[config.mk]
export PLATFORM = sky130hd
export DESIGN_NAME = ctrb_top
export DESIGN_NICKNAME = d
export VERILOG_FILES = /design/src/hdl/ctrb_result_mem.v /design/src/hdl/ctrb_top.v
export VERILOG_INCLUDE_DIRS = /design/src /design/src/hdl
export SDC_FILE = /design/constraint.sdc
export NUM_CORES = 1
export LEC_CHECK = 0
export BUFFER_PORTS_ARGS = -buffer_cell sky130_fd_sc_hd__clkbuf_2
export CAP_MARGIN = 0
export CORE_ASPECT_RATIO = 0.7
export CORE_MARGIN = 3
export CORE_UTILIZATION = 45
export DETAILED_ROUTE_END_ITERATION = 7
export GPL_TIMING_DRIVEN = 0
export PLACE_DENSITY = 0.61
export SLEW_MARGIN = 5
export SYNTH_ARGS = -nofsm -noshare
export SYNTH_HDL_FRONTEND = slang
export SYNTH_SLANG_ARGS = --single-unit
[constraint.sdc]
create_clock -name clk_sys -period 6.9 [get_ports clk_sys]
set_clock_uncertainty 0.1 [all_clocks]
set_input_delay 0.345 -clock clk_sys [delete_from_list [all_inputs] [get_ports clk_sys]]
set_output_delay 0.345 -clock clk_sys [all_outputs]
set_load 0.02 [all_outputs]
[src/hdl/ctrb_consts.vh]
// Address map, field positions, reset values and scale of the threshold bank
`ifndef CTRB_CONSTS_VH
`define CTRB_CONSTS_VH

// Threshold registers
`define CTRB_ADDR_OV_CLR 8'h18
`define CTRB_ADDR_OV_SET 8'h19
`define CTRB_ADDR_UV_SET 8'h1A
`define CTRB_ADDR_UV_CLR 8'h1B
`define CTRB_ADDR_MISMATCH 8'h1C
`define CTRB_ADDR_HOLE 8'h1D
`define CTRB_ADDR_AUX_OT 8'h1E
`define CTRB_ADDR_AUX_UT 8'h1F
`define CTRB_THR_BASE 8'h18
`define CTRB_THR_LAST 8'h1F

// Result block: cells at 0x40..0x4B, total 0x4C, highest 0x4D, lowest 0x4E
`define CTRB_ADDR_RES_HI 4'h4
`define CTRB_RES_TOTAL 4'hC
`define CTRB_RES_HIGH 4'hD
`define CTRB_RES_LOW 4'hE
`define CTRB_RES_LAST 4'hE

// Auxiliary, self-check and control registers
`define CTRB_ADDR_AUX1 8'h50
`define CTRB_ADDR_AUX2 8'h51
`define CTRB_ADDR_SELF 8'h52
`define CTRB_ADDR_SCAN 8'h60
`define CTRB_ADDR_CELL_EN 8'h61
`define CTRB_ADDR_FMEA 8'h62
`define CTRB_ADDR_FMEA_MASK 8'h63
`define CTRB_ADDR_OV_ALERT 8'h64
`define CTRB_ADDR_UV_ALERT 8'h65
`define CTRB_ADDR_MISC_ALERT 8'h66

// Scan control fields
`define CTRB_SCAN_STROBE 0
`define CTRB_SCAN_AUX1_EN 1
`define CTRB_SCAN_AUX2_EN 2
`define CTRB_SCAN_SELF_EN 3
`define CTRB_SCAN_GLOB_UT_EN 4
`define CTRB_SCAN_GLOB_OT_EN 5

// Aux and self-check register fields below the 12-bit value
`define CTRB_AUX_VALID 3
`define CTRB_AUX_OT_EN 1
`define CTRB_AUX_UT_EN 0

// Misc alert fields
`define CTRB_MISC_OT 0
`define CTRB_MISC_UT 1
`define CTRB_MISC_MISMATCH 2

// Check byte fields
`define CTRB_CHK_ALARM 0
`define CTRB_CHK_PEC_ERR 1

// Scan channel codes
`define CTRB_CHAN_AUX1 4'hC
`define CTRB_CHAN_AUX2 4'hD
`define CTRB_CHAN_SELF 4'hE

// Reset values
`define CTRB_RST_THR 12'h000
`define CTRB_RST_CELL_EN 12'hFFF
`define CTRB_RST_FMEA_MASK 8'h00

// Voltage scale: full code 0xFFF stands for 5.0000 V at most
`define CTRB_VFS_MV 5000
`define CTRB_CODE_MAX 12'hFFF

`endif

[src/hdl/ctrb_result_mem.v]
// Result store: one write port, one registered read port
`timescale 1ns/100ps
module ctrb_result_mem #(
    parameter WIDTH = 16,
    parameter DEPTH = 16,
    parameter AW = 4
) (
    input wire clk_sys,
    input wire rstn,
    input wire wr_en,
    input wire [AW-1:0] wr_addr,
    input wire [WIDTH-1:0] wr_data,
    input wire [AW-1:0] rd_addr,
    output reg [WIDTH-1:0] rd_data_q
);

reg [WIDTH-1:0] mem [0:DEPTH-1];

// Array write, no reset on the storage
always @(posedge clk_sys) begin
    if (wr_en) begin
        mem[wr_addr] <= wr_data;
    end
end

// Read data always comes from a flip-flop
always @(posedge clk_sys or negedge rstn) begin
    if (!rstn) begin
        rd_data_q <= {WIDTH{1'b0}};
    end else begin
        rd_data_q <= mem[rd_addr];
    end
end

endmodule // ctrb_result_mem

[src/hdl/ctrb_top.v]
// Cell threshold register bank with scan sequencer and result registers
//
// Summary of operation
// - Threshold registers are 16 bits with the 12-bit value in 15:4.
// - Low four threshold bits are dropped on write and read as zero.
// - Voltage thresholds decode at 0x18 to 0x1C.
// - Temperature thresholds decode at 0x1E and 0x1F; 0x1D is not one.
// - Full threshold code stands for at most 5.0000 volts.
// - Writing the scan strobe bit as 1 while idle starts a scan of enabled channels.
// - Aux and self-check results are valid only after an enabled scan.
// - Aux and self-check result registers present a 12-bit conversion.
// - Results for cells 1-12, total, highest, lowest; disabled cells skip.
// - Per-input hot and cold enables gate alarms with global enables.
// - Failure-mode flags each have a host read-write mask bit.
// - Reads return a check byte with alarm summary and packet error flag.
`timescale 1ns/100ps
`include "ctrb_consts.vh"
module ctrb_top #(
    parameter NCELL = 12,
    parameter NFMEA = 8
) (
    input wire clk_sys,
    input wire rstn,
    input wire [7:0] reg_addr,
    input wire [15:0] reg_wdata,
    input wire reg_wr,
    input wire reg_rd,
    output wire [15:0] reg_rdata,
    output reg [7:0] check_byte_q,
    output reg rd_valid_q,
    input wire pec_error,
    output reg adc_start_q,
    output reg [3:0] adc_chan_q,
    input wire adc_done,
    input wire [11:0] adc_result,
    input wire [NFMEA-1:0] fmea_event,
    output wire scan_busy,
    output reg alarm_q
);

localparam ST_IDLE = 3'd0;
localparam ST_PICK = 3'd1;
localparam ST_WAIT = 3'd2;
localparam ST_TOTAL = 3'd3;
localparam ST_HIGH = 3'd4;
localparam ST_LOW = 3'd5;

reg [11:0] thr_q [0:7];
reg [5:0] scan_cfg_q;
reg [NCELL-1:0] cell_en_q, ov_q, uv_q;
reg [11:0] aux1_q, aux2_q, self_q, high_q, low_q;
reg aux1_valid_q, aux2_valid_q, self_valid_q;
reg [1:0] aux1_en_q, aux2_en_q;
reg [NFMEA-1:0] fmea_q, fmea_mask_q;
reg hot_q, cold_q, mismatch_q, any_cell_q, rd_mem_q, mem_we;
reg [2:0] state_q;
reg [3:0] chan_q, mem_wa;
reg [15:0] total_q, reg_rd_q, mem_wd, rd_mux;
wire [15:0] mem_rd;
wire [11:0] ov_clr, ov_set, uv_set, uv_clr, mm_lvl, ot_lvl, ut_lvl;
wire [2:0] thr_idx;
wire thr_hit, scan_go, hot_now, cold_now, alarm_now;
integer i;
assign thr_idx = reg_addr[2:0];
// Address 0x1D is a hole in the threshold window
assign thr_hit = (reg_addr >= `CTRB_THR_BASE) && (reg_addr <= `CTRB_THR_LAST)
    && (reg_addr != `CTRB_ADDR_HOLE);
assign ov_clr = thr_q[0];
assign ov_set = thr_q[1];
assign uv_set = thr_q[2];
assign uv_clr = thr_q[3];
assign mm_lvl = thr_q[4];
assign ot_lvl = thr_q[6];
assign ut_lvl = thr_q[7];
assign scan_busy = (state_q != ST_IDLE);
// Strobe ignored while a scan is already running
assign scan_go = reg_wr && (reg_addr == `CTRB_ADDR_SCAN)
    && reg_wdata[`CTRB_SCAN_STROBE] && !scan_busy;
// Threshold storage keeps only bits 15:4 of the written word
always @(posedge clk_sys or negedge rstn) begin
    if (!rstn) begin
        for (i = 0; i < 8; i = i + 1) begin
            thr_q[i] <= `CTRB_RST_THR;
        end
    end else if (reg_wr && thr_hit) begin
        thr_q[thr_idx] <= reg_wdata[15:4];
    end
end
// Configuration registers written by the host
always @(posedge clk_sys or negedge rstn) begin
    if (!rstn) begin
        scan_cfg_q <= 6'h00;
        cell_en_q <= `CTRB_RST_CELL_EN;
        aux1_en_q <= 2'b00;
        aux2_en_q <= 2'b00;
        fmea_mask_q <= `CTRB_RST_FMEA_MASK;
    end else if (reg_wr) begin
        case (reg_addr)
            `CTRB_ADDR_SCAN: scan_cfg_q <= {reg_wdata[5:1], 1'b0};
            `CTRB_ADDR_CELL_EN: cell_en_q <= reg_wdata[NCELL-1:0];
            `CTRB_ADDR_AUX1: aux1_en_q <= reg_wdata[1:0];
            `CTRB_ADDR_AUX2: aux2_en_q <= reg_wdata[1:0];
            `CTRB_ADDR_FMEA_MASK:
                fmea_mask_q <= reg_wdata[NFMEA-1:0];
            default: scan_cfg_q <= scan_cfg_q;
        endcase
    end
end
// Failure flags: sticky, host writes 0 to clear, a new event wins
always @(posedge clk_sys or negedge rstn) begin
    if (!rstn) begin
        fmea_q <= {NFMEA{1'b0}};
    end else if (reg_wr && (reg_addr == `CTRB_ADDR_FMEA)) begin
        fmea_q <= (fmea_q & reg_wdata[NFMEA-1:0]) | fmea_event;
    end else begin
        fmea_q <= fmea_q | fmea_event;
    end
end
// Scan sequencer: cells by enable, then aux 1, aux 2, self-check
always @(posedge clk_sys or negedge rstn) begin
    if (!rstn) begin
        state_q <= ST_IDLE;
        chan_q <= 4'h0;
        adc_start_q <= 1'b0;
        adc_chan_q <= 4'h0;
        total_q <= 16'h0000;
        high_q <= 12'h000;
        low_q <= 12'h000;
        any_cell_q <= 1'b0;
    end else begin
        adc_start_q <= 1'b0;
        case (state_q)
            ST_IDLE: begin
                if (scan_go) begin
                    state_q <= ST_PICK;
                    chan_q <= 4'h0;
                    total_q <= 16'h0000;
                    high_q <= 12'h000;
                    low_q <= `CTRB_CODE_MAX;
                    any_cell_q <= 1'b0;
                end
            end
            ST_PICK: begin
                if ((chan_q < NCELL && cell_en_q[chan_q])
                    || (chan_q == `CTRB_CHAN_AUX1
                        && scan_cfg_q[`CTRB_SCAN_AUX1_EN])
                    || (chan_q == `CTRB_CHAN_AUX2
                        && scan_cfg_q[`CTRB_SCAN_AUX2_EN])
                    || (chan_q == `CTRB_CHAN_SELF
                        && scan_cfg_q[`CTRB_SCAN_SELF_EN])) begin
                    adc_start_q <= 1'b1;
                    adc_chan_q <= chan_q;
                    state_q <= ST_WAIT;
                end else if (chan_q == `CTRB_CHAN_SELF) begin
                    state_q <= ST_TOTAL;
                end else begin
                    chan_q <= chan_q + 4'h1;
                end
            end
            ST_WAIT: begin
                if (adc_done) begin
                    if (chan_q < NCELL) begin
                        total_q <= total_q + {4'h0, adc_result};
                        any_cell_q <= 1'b1;
                        if (adc_result > high_q) begin
                            high_q <= adc_result;
                        end
                        if (adc_result < low_q) begin
                            low_q <= adc_result;
                        end
                    end
                    if (chan_q == `CTRB_CHAN_SELF) begin
                        state_q <= ST_TOTAL;
                    end else begin
                        chan_q <= chan_q + 4'h1;
                        state_q <= ST_PICK;
                    end
                end
            end
            ST_TOTAL: state_q <= ST_HIGH;
            ST_HIGH: state_q <= ST_LOW;
            ST_LOW: state_q <= ST_IDLE;
            default: state_q <= ST_IDLE;
        endcase
    end
end
// Result store write port, fed by the sequencer only
always @* begin
    mem_we = 1'b0;
    mem_wa = chan_q;
    mem_wd = {adc_result, 4'h0};
    case (state_q)
        ST_WAIT: mem_we = adc_done && (chan_q < NCELL);
        ST_TOTAL: begin
            mem_we = 1'b1;
            mem_wa = `CTRB_RES_TOTAL;
            mem_wd = total_q;
        end
        ST_HIGH: begin
            mem_we = 1'b1;
            mem_wa = `CTRB_RES_HIGH;
            mem_wd = {(any_cell_q ? high_q : 12'h000), 4'h0};
        end
        ST_LOW: begin
            mem_we = 1'b1;
            mem_wa = `CTRB_RES_LOW;
            mem_wd = {(any_cell_q ? low_q : 12'h000), 4'h0};
        end
        default: mem_we = 1'b0;
    endcase
end
// Aux and self-check results with validity once converted
always @(posedge clk_sys or negedge rstn) begin
    if (!rstn) begin
        aux1_q <= 12'h000;
        aux2_q <= 12'h000;
        self_q <= 12'h000;
        aux1_valid_q <= 1'b0;
        aux2_valid_q <= 1'b0;
        self_valid_q <= 1'b0;
    end else if (state_q == ST_WAIT && adc_done) begin
        if (chan_q == `CTRB_CHAN_AUX1) begin
            aux1_q <= adc_result;
            aux1_valid_q <= 1'b1;
        end
        if (chan_q == `CTRB_CHAN_AUX2) begin
            aux2_q <= adc_result;
            aux2_valid_q <= 1'b1;
        end
        if (chan_q == `CTRB_CHAN_SELF) begin
            self_q <= adc_result;
            self_valid_q <= 1'b1;
        end
    end
end
// Cell alerts with hysteresis against thresholds on the same scale
always @(posedge clk_sys or negedge rstn) begin
    if (!rstn) begin
        ov_q <= {NCELL{1'b0}};
        uv_q <= {NCELL{1'b0}};
        mismatch_q <= 1'b0;
    end else begin
        if (state_q == ST_WAIT && adc_done && chan_q < NCELL) begin
            if (adc_result > ov_set) begin
                ov_q[chan_q] <= 1'b1;
            end else if (adc_result < ov_clr) begin
                ov_q[chan_q] <= 1'b0;
            end
            if (adc_result < uv_set) begin
                uv_q[chan_q] <= 1'b1;
            end else if (adc_result > uv_clr) begin
                uv_q[chan_q] <= 1'b0;
            end
        end
        if (state_q == ST_TOTAL) begin
            mismatch_q <= any_cell_q && ((high_q - low_q) > mm_lvl);
        end
    end
end
// Temperature alarms need both the input enable and the global enable
assign hot_now = (aux1_valid_q && aux1_en_q[`CTRB_AUX_OT_EN]
        && aux1_q <= ot_lvl)
    || (aux2_valid_q && aux2_en_q[`CTRB_AUX_OT_EN] && aux2_q <= ot_lvl);
assign cold_now = (aux1_valid_q && aux1_en_q[`CTRB_AUX_UT_EN]
        && aux1_q >= ut_lvl)
    || (aux2_valid_q && aux2_en_q[`CTRB_AUX_UT_EN] && aux2_q >= ut_lvl);
// Registered temperature flags and alarm summary
always @(posedge clk_sys or negedge rstn) begin
    if (!rstn) begin
        hot_q <= 1'b0;
        cold_q <= 1'b0;
        alarm_q <= 1'b0;
    end else begin
        hot_q <= hot_now && scan_cfg_q[`CTRB_SCAN_GLOB_OT_EN];
        cold_q <= cold_now && scan_cfg_q[`CTRB_SCAN_GLOB_UT_EN];
        alarm_q <= alarm_now;
    end
end
// Alarm summary: any cell alert, temperature, mismatch, unmasked failure
assign alarm_now = (|ov_q) || (|uv_q) || hot_q || cold_q || mismatch_q
    || (|(fmea_q & ~fmea_mask_q));
// Register read mux for the non-result registers
always @* begin
    rd_mux = 16'h0000;
    if (thr_hit) begin
        rd_mux = {thr_q[thr_idx], 4'h0};
    end else begin
        case (reg_addr)
            `CTRB_ADDR_AUX1: rd_mux = {aux1_q, aux1_valid_q, 1'b0,
                aux1_en_q};
            `CTRB_ADDR_AUX2: rd_mux = {aux2_q, aux2_valid_q, 1'b0,
                aux2_en_q};
            `CTRB_ADDR_SELF: rd_mux = {self_q, self_valid_q, 3'b000};
            `CTRB_ADDR_SCAN: rd_mux = {10'h000, scan_cfg_q[5:1], scan_busy};
            `CTRB_ADDR_CELL_EN: rd_mux = {4'h0, cell_en_q};
            `CTRB_ADDR_FMEA: rd_mux = {8'h00, fmea_q};
            `CTRB_ADDR_FMEA_MASK: rd_mux = {8'h00, fmea_mask_q};
            `CTRB_ADDR_OV_ALERT: rd_mux = {4'h0, ov_q};
            `CTRB_ADDR_UV_ALERT: rd_mux = {4'h0, uv_q};
            `CTRB_ADDR_MISC_ALERT: rd_mux = {13'h0000, mismatch_q, cold_q,
                hot_q};
            default: rd_mux = 16'h0000;
        endcase
    end
end
// Read capture with the check byte
always @(posedge clk_sys or negedge rstn) begin
    if (!rstn) begin
        reg_rd_q <= 16'h0000;
        rd_mem_q <= 1'b0;
        rd_valid_q <= 1'b0;
        check_byte_q <= 8'h00;
    end else begin
        rd_valid_q <= reg_rd;
        if (reg_rd) begin
            reg_rd_q <= rd_mux;
            rd_mem_q <= (reg_addr[7:4] == `CTRB_ADDR_RES_HI)
                && (reg_addr[3:0] <= `CTRB_RES_LAST);
            check_byte_q <= 8'h00;
            check_byte_q[`CTRB_CHK_ALARM] <= alarm_now;
            check_byte_q[`CTRB_CHK_PEC_ERR] <= pec_error;
        end
    end
end

assign reg_rdata = rd_mem_q ? mem_rd : reg_rd_q;

// Result store, one word per cell plus total, highest and lowest
ctrb_result_mem #(.WIDTH(16), .DEPTH(16), .AW(4)) u_result_mem (
    .clk_sys(clk_sys), .rstn(rstn), .wr_en(mem_we), .wr_addr(mem_wa),
    .wr_data(mem_wd), .rd_addr(reg_addr[3:0]), .rd_data_q(mem_rd)
);

endmodule // ctrb_top

==> impl_metrics.toml <==
[hold_path]
hp-start = "reg_wdata[13]"
hold_class = "primary input to flip-flop"
timing.hold.worst_path_depth = 3

[drt]
post_drt_wl_per_cell_microns = 28.2
drtIter0Drc = 2580
route.detailed.drc = 0
ant_nets = 0
drt_pass1_iterations = 6
num_vias = 18747
wl_mm = 84.3
vias_per_cell = 6.26

[floorplan]
coreArea_sq_um = 57500
rows = 73
pin_count = 82
chipWidth_microns = 296
initial_core_util_pct = 46.1
dieArea_sq_um = 62000
die_y_microns = 209

[place]
io_buffers = 70
finalWeightedCongestion = 0.966
dp_hpwl_mm = 63.6

[setup_path]
cp_max_fo = 4
critical_path_required_ps = 7360
crit_buf_inv = 2
startpoint_type = "flip-flop"
path_delay_family = "compound AO/OA/AOI/OAI gates"
worstSetupEndpointType = "flip-flop"
max_stage_delay_ps = 530
r2r_cells = 14
regToRegStartpoint = "high_q[0]"
crit_start = "high_q[0]"
crit_slowest_cell = "or4_1"
crit_type = "flip-flop to flip-flop"
crit_chain = "inv_1 > ha_1 > inv_1 > fa_1 > a21oi_1 > o21a_1 > o21ai_0 > a31o_2 > a21oi_1 > xnor2_1 > ha_1 > nand3_1 > or4_1 > a31oi_1"
cp_num_cells = 14
critPathArrivalTime_ps = 3980

[logic_synthesis]
synth_cells = 2020
synth.cell_area_sq_um = 26500
synth-edff-count = 256
async_flop_share_pct = 52.0
synth-warning-count = 0
yosysUniqueCellTypes = 75
avgSynthCellArea_sq_um = 13.1
synth-seq-cells = 533
synth_top_flop_cell = "dfrtp_1"
yosysSeqAreaShare_pct = 55.2

[sta]
clock.fmax_mhz = 283
max_slew_margin_pct = 10.4
slew_viol_final = 0
fin_setup_tns_ps = 0
worstMarginPinSlew_ps = 1330
fin_crit_sh_pct = 51.1
holdWs_ps = 54.5
period_needed_ps = 3530
hold_viol_final = 0
rsz0062_at_grt = "no"
setup_viol = 0

[power]
pwr-share-seq_pct = 46.2
leakagePower_nw = 12.1
p_sw_mw = 2.11
finalPower_mw = 7.61
p_per_area_nw_per_um2 = 252
p_clk_share_pct = 38.0
intPower_mw = 5.50
peakVddDrop_v = 0.000186
p_comb_share_pct = 15.7
p_sw_share_pct = 27.7

[global_routing]
grt_pass1_vias = 17921
grt_use_total_pct = 27.4
grt_max_degree = 103
grt_overflow = 0
grt_pass1_wl_mm = 123
antenna_found_initial = 8

[clocking]
post_cts_resized = 0
cts_buffer_depth = 3
cts_buffers = 52
clkTransAtPathRegs_ps = 60
post_cts_buffers = 0
clock_latency_ps = 630
ctsHtreeMaxLevel = 2
tritoncts = "built"
clock_sinks = 533
root_buffer = "clkbuf_16"

[layout]
seqCellArea_sq_um = 14600
finalNetCount = 2410
final_util_pct = 52.4
num_antenna_cells = 0
num-fill-cells = 4886
area_delta_synth_final_pct = 13.7
multiInputGateArea_sq_um = 11100
drive_above_1_share_pct = 19.9

[outcome]
outcome = "finished, final reports clean"

[flow_run]
maxCapViolations = 0
[power groups by stage]
stage                     sequential (mW)  combinational (mW)  clock (mW)
after global placement               3.58                1.12           0
after floorplan                      3.53               0.767           0
after detailed placement             3.58                1.17           0
final                                3.52                1.20        2.90
after CTS                            3.51                1.18        2.93
after global routing                 3.52                1.32        3.07
[cells in the final DEF, fill, tap and decap left out, types with 22 or more instances in the layout]
cell,instances
a22o_1,27
edfxtp_1,256
nor2_1,79
ha_1,156
nand2_1,120
clkbuf_1,80
o21ai_0,138
inv_1,120
mux2_2,123
clkbuf_2,70
dfrtp_1,265
nand2b_1,27
mux4_2,97
mux2i_1,54
a21oi_1,74
conb_1,22
clkbuf_16,52
[worst register-to-register path: stages (launching register included)]
cell	delay (ps)
dfrtp_1	430
inv_1	80
ha_1	210
inv_1	70
fa_1	410
a21oi_1	200
o21a_1	170
o21ai_0	140
a31o_2	270
a21oi_1	180
xnor2_1	90
ha_1	300
nand3_1	110
or4_1	530
a31oi_1	160
[stage by stage]
step	std cells	setup WS [ps]	cell area [sq um]
after floorplan	2041	3810	26600
after global placement	2861	-668	27900
after detailed placement	2878	3220	28200
after CTS	2994	3400	30200
after global routing	2994	3080	30200
final	2994	3370	30200
[flip-flops by register name, indices dropped and copies added (netlist names), 8 cells and up, named ones only]
name	count
ov_set	12
reg_rd_q	16
ov_clr	12
uv_clr	12
low_q	12
u_result_mem.rd_data_q	16
cell_en_q	12
aux2_q	12
ot_lvl	12
ut_lvl	12
high_q	12
u_result_mem.mem	256
self_q	12
uv_set	12
mm_lvl	12
fmea_mask_q	8
total_q	16
fmea_q	8
aux1_q	12
[cell usage after synthesis, drive strengths merged (11+ instances only)]
| cell type | n | area (sq um) |
|---|---|---|
| a31oi | 12 | 75.1 |
| nand2 | 120 | 450 |
| mux4 | 97 | 2180 |
| a21oi | 75 | 379 |
| clkbuf | 68 | 255 |
| buf | 35 | 171 |
| dfstp | 12 | 315 |
| nand3 | 18 | 90.1 |
| o2bb2ai | 13 | 114 |
| mux2 | 123 | 1390 |
| nor2b | 18 | 113 |
| inv | 120 | 450 |
| nand4 | 20 | 125 |
| nor4 | 11 | 83.8 |
| ha | 156 | 1950 |
| nand2b | 27 | 169 |
| a221o | 14 | 140 |
| a22o | 27 | 236 |
| xor2 | 11 | 96.3 |
| nor3 | 20 | 100 |
| a21o | 19 | 143 |
| o22a | 12 | 105 |
| nor2 | 91 | 342 |
| o21bai | 13 | 97.6 |
| o211ai | 20 | 150 |
| o21ai | 139 | 699 |
| dfrtp | 265 | 6630 |
| edfxtp | 256 | 7690 |
| mux2i | 54 | 541 |
[final timing paths]
kind	end	slack, ps
hold reg to reg	adc_chan_q[1]	390
min in group asynchronous	u_result_mem.rd_data_q[1]	130
hold / removal	ov_clr[9]	50
setup / recovery	mismatch_q	3370
setup reg to reg	mismatch_q	3370
max in group asynchronous	total_q[0]	5000
[cell families (layout without fill, tap and decap cells)]
kind of cell	after synthesis	count (layout)	share of synthesized area, %
fa+ha+maj	158	158	7.51
compound gates	439	439	11.0
buf+inv	223	426	3.31
mux	274	274	15.5
xor+xnor	20	20	0.660
other cells	1	22	0.0141
simple gates	372	372	6.86
flops	533	533	55.2
[metal layers]
| layer | track usage [%] | share of wire [%] |
|---|---|---|
| met5 | 0 | 0.041 |
| met2 | 34.8 | 39 |
| met4 | 6.55 | 2.1 |
| met3 | 8.16 | 13 |
| met1 | 44.6 | 46 |
[final cells by class]
type,instances,share of cell area [%]
well taps,750,3.11
clock buffers,74,4.89
flip-flops and latches,533,48.5
inverters,120,1.49
multi-input cells,1285,37.0
plain buffers,103,1.42
clock inverters,22,0.784
repair buffers,107,2.82
[what timing repair did]
item	4_1_cts	5_1_grt
hold buffers	20	0
hold endpoints to repair	69	0
setup endpoints to repair	0	0
No activity file was read; power rests on OpenSTA's default activity.
